File: config.mk
export PLATFORM = sky130hd
export DESIGN_NAME = interrupt_flag_and_option_bank
export DESIGN_NICKNAME = d
export VERILOG_FILES = /design/src/rtl/irq_flag_option_pkg.sv /design/src/rtl/interrupt_flag_and_option_bank.sv
export SDC_FILE = /design/constraint.sdc
export NUM_CORES = 1
export LEC_CHECK = 0
export BUFFER_PORTS_ARGS = -buffer_cell sky130_fd_sc_hd__buf_2
export CAP_MARGIN = 20
export CORE_MARGIN = 1.5
export CORE_UTILIZATION = 42
export CTS_BUF_LIST = sky130_fd_sc_hd__clkbuf_16
export CTS_CLUSTER_SIZE = 10
export DETAILED_ROUTE_END_ITERATION = 8
export PLACE_DENSITY = 0.81
export SETUP_SLACK_MARGIN = 0.4
export SYNTH_ARGS = -nofsm -noshare
export SYNTH_HDL_FRONTEND = slang
export SYNTH_SLANG_ARGS = --single-unit
export TNS_END_PERCENT = 30
File: constraint.sdc
create_clock -name clk -period 2.6 [get_ports clk]
set_input_delay 0.78 -clock clk [delete_from_list [all_inputs] [get_ports clk]]
set_output_delay 0.78 -clock clk [all_outputs]
set_load 0.01 [all_outputs]
File: src/rtl/irq_flag_option_pkg.sv
// Constants and carrier types for the interrupt flag and option register bank.
// Assumes a 100 MHz system clock and a classic Wishbone master with 32-bit data.
`default_nettype none
package irq_flag_option_pkg;

  // Bus shape; registers sit at byte address = 4 * index
  localparam int         ADR_W      = 10;
  localparam int         DAT_W      = 32;
  localparam int         SEL_W      = 4;
  localparam int         REG_W      = 8;
  localparam logic [7:0] OPTION_IDX = 8'h94;
  localparam logic [7:0] FLAGS_IDX  = 8'h95;

  // option_control fields
  localparam int OPT_WDT_LSB = 4;
  localparam int OPT_ADC_LSB = 2;
  localparam int OPT_NEG_BIT = 1;
  localparam int OPT_POS_BIT = 0;
  localparam logic [REG_W-1:0] OPTION_MASK = 8'h3F;
  localparam logic [REG_W-1:0] OPTION_RST  = 8'h00;

  // interrupt_flags fields
  localparam int FLG_LV   = 7;
  localparam int FLG_MEM  = 6;
  localparam int FLG_BUSY = 5;
  localparam int FLG_ADC  = 4;
  localparam int FLG_PIN  = 1;
  localparam int FLG_T3   = 0;
  localparam logic [REG_W-1:0] FLG_WRITABLE = 8'hD3;
  localparam logic [REG_W-1:0] FLAGS_RST    = 8'h00;

  // ADC clock select codes and divisors
  localparam logic [1:0] ADC_SEL_32  = 2'h0;
  localparam logic [1:0] ADC_SEL_3   = 2'h1;
  localparam logic [1:0] ADC_SEL_4   = 2'h3;
  localparam logic [5:0] ADC_DIV_32  = 6'h20;
  localparam logic [5:0] ADC_DIV_3   = 6'h03;
  localparam logic [5:0] ADC_DIV_4   = 6'h04;

  // Watchdog period select codes and overflow times
  localparam logic [1:0] WDT_SEL_220 = 2'h0;
  localparam logic [1:0] WDT_SEL_110 = 2'h1;
  localparam logic [1:0] WDT_SEL_54  = 2'h2;
  localparam logic [1:0] WDT_SEL_27  = 2'h3;
  localparam int CLK_HZ       = 100_000_000;
  localparam int WDT_MS_220   = 220;
  localparam int WDT_MS_110   = 110;
  localparam int WDT_MS_54    = 54;
  localparam int WDT_MS_27    = 27;
  localparam int CYC_PER_MS   = CLK_HZ / 1000;
  localparam int WDT_CYC_220  = WDT_MS_220 * CYC_PER_MS;
  localparam int WDT_CYC_110  = WDT_MS_110 * CYC_PER_MS;
  localparam int WDT_CYC_54   = WDT_MS_54 * CYC_PER_MS;
  localparam int WDT_CYC_27   = WDT_MS_27 * CYC_PER_MS;

  typedef struct packed {
    logic             cyc;
    logic             stb;
    logic             we;
    logic [ADR_W-1:0] adr;
    logic [SEL_W-1:0] sel;
    logic [DAT_W-1:0] dat;
  } wb_req_t;

  typedef struct packed {
    logic forceClear;
    logic maskEnable;
    logic pos;
    logic neg;
  } pwm_in_t;

  typedef struct packed {
    logic lowVoltage;
    logic memWriteDone;
    logic memWriteBusy;
    logic memIsrEnter;
    logic adcDone;
    logic adcStartConversion;
    logic pinChangeSet;
    logic timerThreeSet;
  } flag_src_t;

endpackage
`default_nettype wire

File: src/rtl/interrupt_flag_and_option_bank.sv
// Interrupt flag and option register bank behind a classic Wishbone slave.
// Assumes all event inputs except lowVoltage come from logic on clk; lowVoltage is asynchronous.
// Functional notes
// RQ1: ADC select 00 divides clock by 32, 01 by 3, 11 by 4; reset 00.
// RQ2: With force-clear and mask enable high, negative PWM output follows negative mask level.
// RQ3: With force-clear and mask enable high, positive PWM output follows positive mask level.
// RQ4: Watchdog select 11 gives one overflow every 27 ms.
// RQ5: Low supply report sets the low-voltage flag, bit 7.
// RQ6: Writing 7Fh clears low-voltage flag, but only once supply is no longer low.
// RQ7: Finished memory write sets the write-done flag, bit 6.
// RQ8: Bit 5 is read-only and high while a memory write runs; reset 0.
// RQ9: End of each ADC conversion sets the ADC done flag, bit 4.
// RQ10: ADC done clears by writing EFh or by setting ADC start-conversion.
// RQ11: Enabled pin change on ports 0 to 3 sets pin-change flag, bit 1.
// RQ12: Writing 0 to pin-change flag also clears all per-pin and per-port flags.
// RQ13: Timer three reaching its selected count sets flag bit 0.
// RQ14: Watchdog select 00 gives 220 ms, 01 gives 110 ms, 10 gives 54 ms.
// RQ15: Entering the memory write interrupt routine clears the write-done flag.
// RQ16: Flag written 0 clears, written 1 holds; hardware set beats clear.
// RQ17: Flags are sticky levels to interrupt logic and always readable.
`timescale 1ns/1ns
`default_nettype none
module interrupt_flag_and_option_bank
  import irq_flag_option_pkg::*;
#(
  parameter int WDT_W        = 25,
  parameter int WDT_PER_220  = WDT_CYC_220,
  parameter int WDT_PER_110  = WDT_CYC_110,
  parameter int WDT_PER_54   = WDT_CYC_54,
  parameter int WDT_PER_27   = WDT_CYC_27
)
(
  input  wire logic             clk,
  input  wire logic             nrst,
  input  wire wb_req_t          wbReq,
  output logic                  wbAck,
  output logic [DAT_W-1:0]      wbDatO,
  input  wire flag_src_t        flagSrc,
  input  wire pwm_in_t          pwmIn,
  input  wire logic             wdtClear,
  output logic                  adcClkTick,
  output logic                  watchdogOverflow,
  output logic                  pwmPositiveOutput,
  output logic                  pwmNegativeOutput,
  output logic [REG_W-1:0]      interruptFlags,
  output logic                  pinFlagsClear
);

  // Every period must fit the counter and be at least two cycles
  if (WDT_PER_220 >= (1 << WDT_W) || WDT_PER_110 >= (1 << WDT_W) ||
      WDT_PER_54 >= (1 << WDT_W) || WDT_PER_27 >= (1 << WDT_W) ||
      WDT_PER_220 < 2 || WDT_PER_110 < 2 || WDT_PER_54 < 2 || WDT_PER_27 < 2)
  begin : g_bad_wdt
    $error("watchdog period does not fit WDT_W");
  end

  typedef struct packed {
    logic             ackQ;
    logic [DAT_W-1:0] datO;
    logic [REG_W-1:0] option;
    logic [REG_W-1:0] flags;
    logic             lvMeta;
    logic             lvSync;
    logic [4:0]       adcCnt;
    logic             adcTick;
    logic [WDT_W-1:0] wdtCnt;
    logic [1:0]       wdtSel;
    logic             wdtOvf;
    logic             pwmPos;
    logic             pwmNeg;
    logic             pinClr;
  } state_t;

  state_t s_q;
  state_t s_d;

  function automatic logic isReg(input logic [ADR_W-1:0] adr, input logic [7:0] idx);
    isReg = (adr[ADR_W-1:2] == idx);
  endfunction

  function automatic logic [5:0] adcDivisor(input logic [1:0] sel);
    case (sel)
      ADC_SEL_3: adcDivisor = ADC_DIV_3;
      ADC_SEL_4: adcDivisor = ADC_DIV_4;
      // Code 10 is undefined; it falls back to the slowest rate
      default:   adcDivisor = ADC_DIV_32;
    endcase
  endfunction

  function automatic logic [WDT_W-1:0] wdtPeriod(input logic [1:0] sel);
    case (sel)
      WDT_SEL_110: wdtPeriod = WDT_W'(WDT_PER_110);
      WDT_SEL_54:  wdtPeriod = WDT_W'(WDT_PER_54);
      WDT_SEL_27:  wdtPeriod = WDT_W'(WDT_PER_27);
      default:     wdtPeriod = WDT_W'(WDT_PER_220);
    endcase
  endfunction

  logic             req;
  logic             wrOpt;
  logic             wrFlg;
  logic [REG_W-1:0] rdByte;
  logic [REG_W-1:0] setVec;
  logic [REG_W-1:0] clrVec;
  logic [REG_W-1:0] flagNext;
  logic [1:0]       adcSel;
  logic [1:0]       wdtSelOpt;
  logic             maskActive;
  logic             wdtReload;

  assign req        = wbReq.cyc && wbReq.stb;
  // Writes land at the edge where the master samples ack
  assign wrOpt      = req && s_q.ackQ && wbReq.we && wbReq.sel[0] && isReg(wbReq.adr, OPTION_IDX);
  assign wrFlg      = req && s_q.ackQ && wbReq.we && wbReq.sel[0] && isReg(wbReq.adr, FLAGS_IDX);
  assign adcSel     = s_q.option[OPT_ADC_LSB +: 2];
  assign wdtSelOpt  = s_q.option[OPT_WDT_LSB +: 2];
  assign maskActive = pwmIn.forceClear && pwmIn.maskEnable;
  assign wdtReload  = wdtClear || (s_q.wdtCnt == '0);

  always_comb
  begin
    setVec          = '0;
    setVec[FLG_LV]  = s_q.lvSync;             // RQ5
    setVec[FLG_MEM] = flagSrc.memWriteDone;   // RQ7
    setVec[FLG_ADC] = flagSrc.adcDone;        // RQ9
    setVec[FLG_PIN] = flagSrc.pinChangeSet;   // RQ11
    setVec[FLG_T3]  = flagSrc.timerThreeSet;  // RQ13
    clrVec          = wrFlg ? (~wbReq.dat[REG_W-1:0] & FLG_WRITABLE) : '0; // RQ16
    clrVec[FLG_ADC] = clrVec[FLG_ADC] || flagSrc.adcStartConversion;      // RQ10
    clrVec[FLG_MEM] = clrVec[FLG_MEM] || flagSrc.memIsrEnter;             // RQ15
  end

  for (genvar i = 0; i < REG_W; i++)
  begin : g_flag
    if (FLG_WRITABLE[i])
    begin : g_sticky
      // Set wins over a clear in the same cycle, so a low supply holds bit 7
      assign flagNext[i] = setVec[i] || (s_q.flags[i] && !clrVec[i]); // RQ16 RQ6 RQ17
    end
    else if (i == FLG_BUSY)
    begin : g_busy
      assign flagNext[i] = flagSrc.memWriteBusy; // RQ8
    end
    else
    begin : g_zero
      assign flagNext[i] = 1'b0;
    end
  end

  always_comb
  begin
    rdByte = '0;
    if (isReg(wbReq.adr, OPTION_IDX))
    begin
      rdByte = s_q.option;
    end
    else if (isReg(wbReq.adr, FLAGS_IDX))
    begin
      rdByte = s_q.flags; // RQ17
    end
  end

  always_comb
  begin
    s_d = s_q;
    // One-cycle answer; unmapped addresses ack with zero data
    s_d.ackQ = req && !s_q.ackQ;
    s_d.datO = (req && !s_q.ackQ && !wbReq.we) ? {{(DAT_W-REG_W){1'b0}}, rdByte} : '0;
    if (wrOpt)
    begin
      s_d.option = wbReq.dat[REG_W-1:0] & OPTION_MASK;
    end
    s_d.flags  = flagNext;
    s_d.pinClr = wrFlg && !wbReq.dat[FLG_PIN]; // RQ12
    // Analogue detector output is asynchronous
    s_d.lvMeta = flagSrc.lowVoltage;
    s_d.lvSync = s_q.lvMeta;
    // Divisor is taken at reload so a mid-period write cannot shorten a cycle
    if (s_q.adcCnt == '0)
    begin
      s_d.adcCnt  = 5'(adcDivisor(adcSel) - 6'h01); // RQ1
      s_d.adcTick = 1'b1;
    end
    else
    begin
      s_d.adcCnt  = s_q.adcCnt - 5'h01;
      s_d.adcTick = 1'b0;
    end
    if (wdtReload)
    begin
      s_d.wdtCnt = wdtPeriod(wdtSelOpt) - WDT_W'(1); // RQ4 RQ14
      s_d.wdtSel = wdtSelOpt;
    end
    else
    begin
      s_d.wdtCnt = s_q.wdtCnt - WDT_W'(1);
    end
    s_d.wdtOvf = !wdtClear && (s_q.wdtCnt == '0);
    s_d.pwmPos = maskActive ? s_q.option[OPT_POS_BIT] : pwmIn.pos; // RQ3
    s_d.pwmNeg = maskActive ? s_q.option[OPT_NEG_BIT] : pwmIn.neg; // RQ2
  end

  always_ff @(posedge clk)
  begin
    if (!nrst)
    begin
      s_q        <= '0;
      s_q.option <= OPTION_RST;
      s_q.flags  <= FLAGS_RST;
      s_q.wdtCnt <= WDT_W'(WDT_PER_220 - 1);
      s_q.wdtSel <= WDT_SEL_220;
    end
    else
    begin
      s_q <= s_d;
    end
  end

  assign wbAck             = s_q.ackQ;
  assign wbDatO            = s_q.datO;
  assign adcClkTick        = s_q.adcTick;
  assign watchdogOverflow  = s_q.wdtOvf;
  assign pwmPositiveOutput = s_q.pwmPos;
  assign pwmNegativeOutput = s_q.pwmNeg;
  assign interruptFlags    = s_q.flags;
  assign pinFlagsClear     = s_q.pinClr;

  // Checking helpers
  logic [WDT_W-1:0] wdtSince_q;
  always_ff @(posedge clk)
  begin
    if (!nrst)
    begin
      wdtSince_q <= '0;
    end
    else
    begin
      wdtSince_q <= wdtReload ? '0 : wdtSince_q + WDT_W'(1);
    end
  end
endmodule
`default_nettype wire

[Word level (Yosys, flattened, before mapping)]
Index checks and enable logic that the tools add are counted.
Storage, ports and cells
  register bits after elaboration: 84
  output and inout port bits: 46
  input port bits: 64
  word-level logic and storage cells: 74
Cells by class
  equality and inequality tests: 7
  add/sub/neg operators: 4
  reduce and logical (&&, ||, !) cells: 36
  mux-type cells: 11
  bitwise logic cells: 1
Operator list (count)
  25-bit one-hot mux with 3 select lines: 1
  25-bit 2-to-1 mux: 2
  25-bit by 1-bit subtractor with 25-bit output (second input constant): 2
  25-bit logical NOT: 1
  8-bit 2-to-1 mux: 3
  8-bit equality test (second input constant): 2
  1-bit logical AND: 16
  5-bit by 1-bit subtractor with 5-bit output (second input constant): 2
  1-bit logical NOT: 9
  1-bit logical OR: 8
  8-bit inverter: 1
  2-bit equality test (second input constant): 3
  6-bit 2-to-1 mux: 1
  3-bit one-hot mux with 2 select lines: 1
  5-bit logical NOT: 1
  5-bit 2-to-1 mux: 1
  2-bit by 1-bit equality test with 1-bit output (second input constant): 2
  1-bit 2-to-1 mux: 2
  2-bit AND reduction: 1

[Depth between registers and ports, before layout]
  word-level depth: 10
  mapped depth: 9
  gate-level depth less buffers: 9

[Least setup slack after synthesis]
Ideal clock, no wire load.
  path type: register to register
  start point: register s_q[13] in the netlist's numbering
  end point: register s_q[23] in the netlist's numbering
  data required time: 2454 ps
  stages on the path, launching flop included: 7
  setup time: 146 ps
  arrival time: 1991 ps
  buffers on the path: 1
  setup slack: 464 ps
  clock period less this slack: 2136 ps
  path through: dfxtp_1 or4_4 buf_6 or4_4 or4_4 nand2_1 a41oi_1
Between the ends
  word-level cells in the longest chain between the ends: 3
  elaborated cells between the ends (all ways): 4
  those cells by class: add/sub: 1; mux: 1; reduce/logical: 2
Ends and longest elaborated chain
  from (decl): line interrupt_flag_and_option_bank.sv:74  | state_t s_q;
  branches (longest 2 deep; another with 25-bit by 1-bit subtractor with 25-bit output)
  25-bit 2-to-1 mux *: line interrupt_flag_and_option_bank.sv:189  | if (wdtReload)
Every way passes the cells marked *.
A chain may end at the register's enable or synchronous reset.

[Final worst setup path]
Same ends and word-level chain as after synthesis.

==> flow_summary_export.csv <==
group,metric,value,unit
run_status,status,"completed",
timing,fin_tns_setup,0,ns
finish,final_nets,453,
finish,n_fill_cell,623,
power_and_ir_drop,switching_share,22.7,%
route,drcViolationCount,0,
timing,hold_ws,0.431,ns
power_and_ir_drop,p_clk_share,52.9,%
grt,grt_pass1_wl,10300,µm
die,die_x,86.7,µm
synth,synth-edff-count,0,
placement,gp_congestion,0.868,
synth,synth.distinct_cells,56,
die,rows,30,
worst_setup_path,end_kind,"flip-flop",
clocking,numCtsBuffers,9,
power_and_ir_drop,report.power.total,0.00236,W
route,dr_total_vias,2432,
die,top_level_ports,110,
synth,ys_warn_count,0,
worst_hold_path,worstHoldPathType,"flip-flop to flip-flop",
timing,max_freq,455,MHz
synth,yosysSeqAreaShare,39.5,%
die,initial_core_util,43.3,%
worst_setup_path,r2r_start,"s_q[13]",
clocking,cts.sinks,58,
synth,synth_area_leader_cell,"dfxtp_1",
synth,syn_avg_cell_area,8.78,µm²
timing,setup_viol,0,
grt,grt-ovfl-total,0,
route,finalWirelength,6230,µm
timing,final_max_slew_viol_count,0,
route,drtIter0Drc,140,
synth,yosysTopAreaCellShare,39.5,%
synth,syn_inst,335,
finish,seqCellArea,1160,µm²
synth,syn_area,2940,µm²
worst_setup_path,worstPathRequired,2.79,ns
power_and_ir_drop,combPwrFrac,7.1,%
synth,ys_ff_latch,58,
route,drt_pass1_iterations,4,
clocking,path_clk_slew,0.05,ns
grt,grt_antenna_before_repair,0,
grt,grt_max_degree,26,
finish,drive_above_1_share,26.0,%
finish,area_growth,19.0,%
power_and_ir_drop,leakage,1.54,nW
route,ant_nets,0,
timing,period_share,84.5,%
synth,ys.flop_type,"dfxtp_1",
placement,dpl-instance-area,3140,µm²
timing,finClkSkew,0.00717,ns
worst_setup_path,critPathKind,"flip-flop to flip-flop",
clocking,cts_root_buffer,"clkbuf_16",
power_and_ir_drop,powerDensity,674,nW/µm²
clocking,clockBufferDepth,2,
worst_setup_path,arrival,2.39,ns
clocking,clkLatencyLatePin,0.33,ns
clocking,hold_buffers,0,
finish,fin_area,3500,µm²
finish,final_common_cell,"dfxtp_1",
placement,io_buffers,54,
power_and_ir_drop,seq_power_share,40.0,%
clocking,tritoncts,"done",
finish,multi_input_area,1510,µm²
route,vias_per_cell,5.02,
finish,layout_common_cells,"dfxtp_1 (58), buf_2 (54), conb_1 (26), nand2_1 (24), a21oi_1 (21)",
die,fp.dieH,86.7,µm
finish,stdcell_count,484,
worst_setup_path,critPathLaunch,"s_q[13]",
worst_hold_path,hp-start,"s_d[37]",
worst_setup_path,cp_max_fo,7,
die,core,6790,µm²
synth,synthArstFlopShare,0,%
die,die-area,7520,µm²
grt,grt_pass1_vias,2312,
job,maxCapViolations,0,
timing,fin_crit,2.20,ns
timing,hold_viol,0,
route,wl_per_cell,12.9,µm
power_and_ir_drop,p_switching,0.000535,W
clocking,cts_max_level,3,
power_and_ir_drop,ir_drop,0.369,mV
timing,rsz0062_at_grt,"yes",
placement,dp_cells,467,
worst_setup_path,start_kind,"flip-flop",
power_and_ir_drop,intPower,0.00183,W
finish,diodes,0,
placement,place_hpwl,4360,µm
synth,synthTopCellsByArea,"dfxtp_1 (39%), buf_4 (10%), a21oi_1 (3.6%), nand2_1 (3.1%), ha_1 (2.6%)",
grt,grt_usage,17.5,%
==> what timing repair did <==
| item | CTS | global route |
|---|---|---|
| resized for setup | 2 | 5 |
| gates cloned | 0 | 0 |
| pin swaps | 1 | 1 |
| setup buffers | 1 | 0 |
| hold endpoints to repair | 0 | 0 |
| setup endpoints to repair | 16 | 10 |
==> Yosys cell counts, types with 2 or more instances <==
library cell and number:
a31oi_1 5, or4_4 3, a21o_1 3, a21oi_1 21, nor3_1 12, o21ai_0 11, nor4_2 3, inv_1 12
nand3_1 10, or4_1 3, ha_1 6, nand2_1 24, nor2_1 20, a22o_1 3, or3_1 9, a311o_1 2
mux2i_1 7, nor2b_1 3, o21ai_1 5, nor4_1 7, xor2_1 3, xnor2_1 7, or2_2 3, nor3b_1 2
o21a_1 2, or3_4 2, and3_1 5, clkbuf_1 9, and2_1 8, o311ai_0 2, dfxtp_1 58, buf_4 41
==> metrics by stage <==
stage          utilization [%]  worst slack (ns)
2_1_floorplan                -             0.464
5_1_grt                   51.5             0.315
3_3_place_gp              46.2             0.276
3_5_place_dp              46.2             0.291
6_report                  51.5             0.403
4_1_cts                   51.1             0.393
==> worst max-delay path, stage by stage (launching register included) <==
cell     delay, ns
dfxtp_1       0.33
or4_4         0.62
or4_4         0.47
or4_4         0.44
nand2_1       0.09
a41oi_1       0.11
==> logic make-up (layout without fill, tap and decap cells) <==
group / Yosys count / in the layout / synth area share, %
flip-flops: 58 / 58 / 39.5
multiplexers: 8 / 8 / 2.76
adder cells (fa/ha/maj): 6 / 6 / 2.55
buffers and inverters: 65 / 93 / 13.8
AND/OR/NAND/NOR: 121 / 121 / 23.6
XOR/XNOR: 10 / 10 / 2.98
AO/OA/AOI/OAI: 66 / 66 / 14.7
other: 1 / 26 / 0.127
==> layout make-up <==
cell class | count | area share (%)
clock buffers | 9 | 6.43
well taps | 96 | 3.43
clock inverters | 7 | 2.64
inverters | 13 | 1.39
repair buffers | 64 | 9.86
multi-input cells | 237 | 43.1
flip-flops and latches | 58 | 33.2
==> sequential cells by signal, indices dropped and copies added (netlist names) <==
register           flops
s_q                   35
wbDatO                 8
interruptFlags         6
adcSel                 2
adcClkTick             1
pinFlagsClear          1
pwmNegativeOutput      1
pwmPositiveOutput      1
s_d                    1
watchdogOverflow       1
wbAck                  1
==> routing by layer <==
metal,track usage [%],vias to the layer above,routed length (µm)
met4,7.33,0,74
met1,19.8,1110,2740
met2,29.1,97,3030
li1,-,1216,-
met3,7.33,9,389
met5,0,-,0
==> power by group through the flow <==
stage	clock network (W)	logic (W)	registers [W]
2_1_floorplan	0	0.000143	0.000958
4_1_cts	0.00126	0.000168	0.000944
3_5_place_dp	0	0.000166	0.000962
5_1_grt	0.00131	0.000189	0.000948
6_report	0.00125	0.000169	0.000944
3_3_place_gp	0	0.000161	0.000960
==> worst paths after layout <==
path	slack, ns	cells after the start	end
worst max-delay path	0.40	5	s_q[23]
worst min-delay path	0.43	1	s_q[37]
worst min register to register	0.43	1	s_q[37]
worst max register to register	0.40	5	s_q[23]
Power figures use the tool's default switching activity.
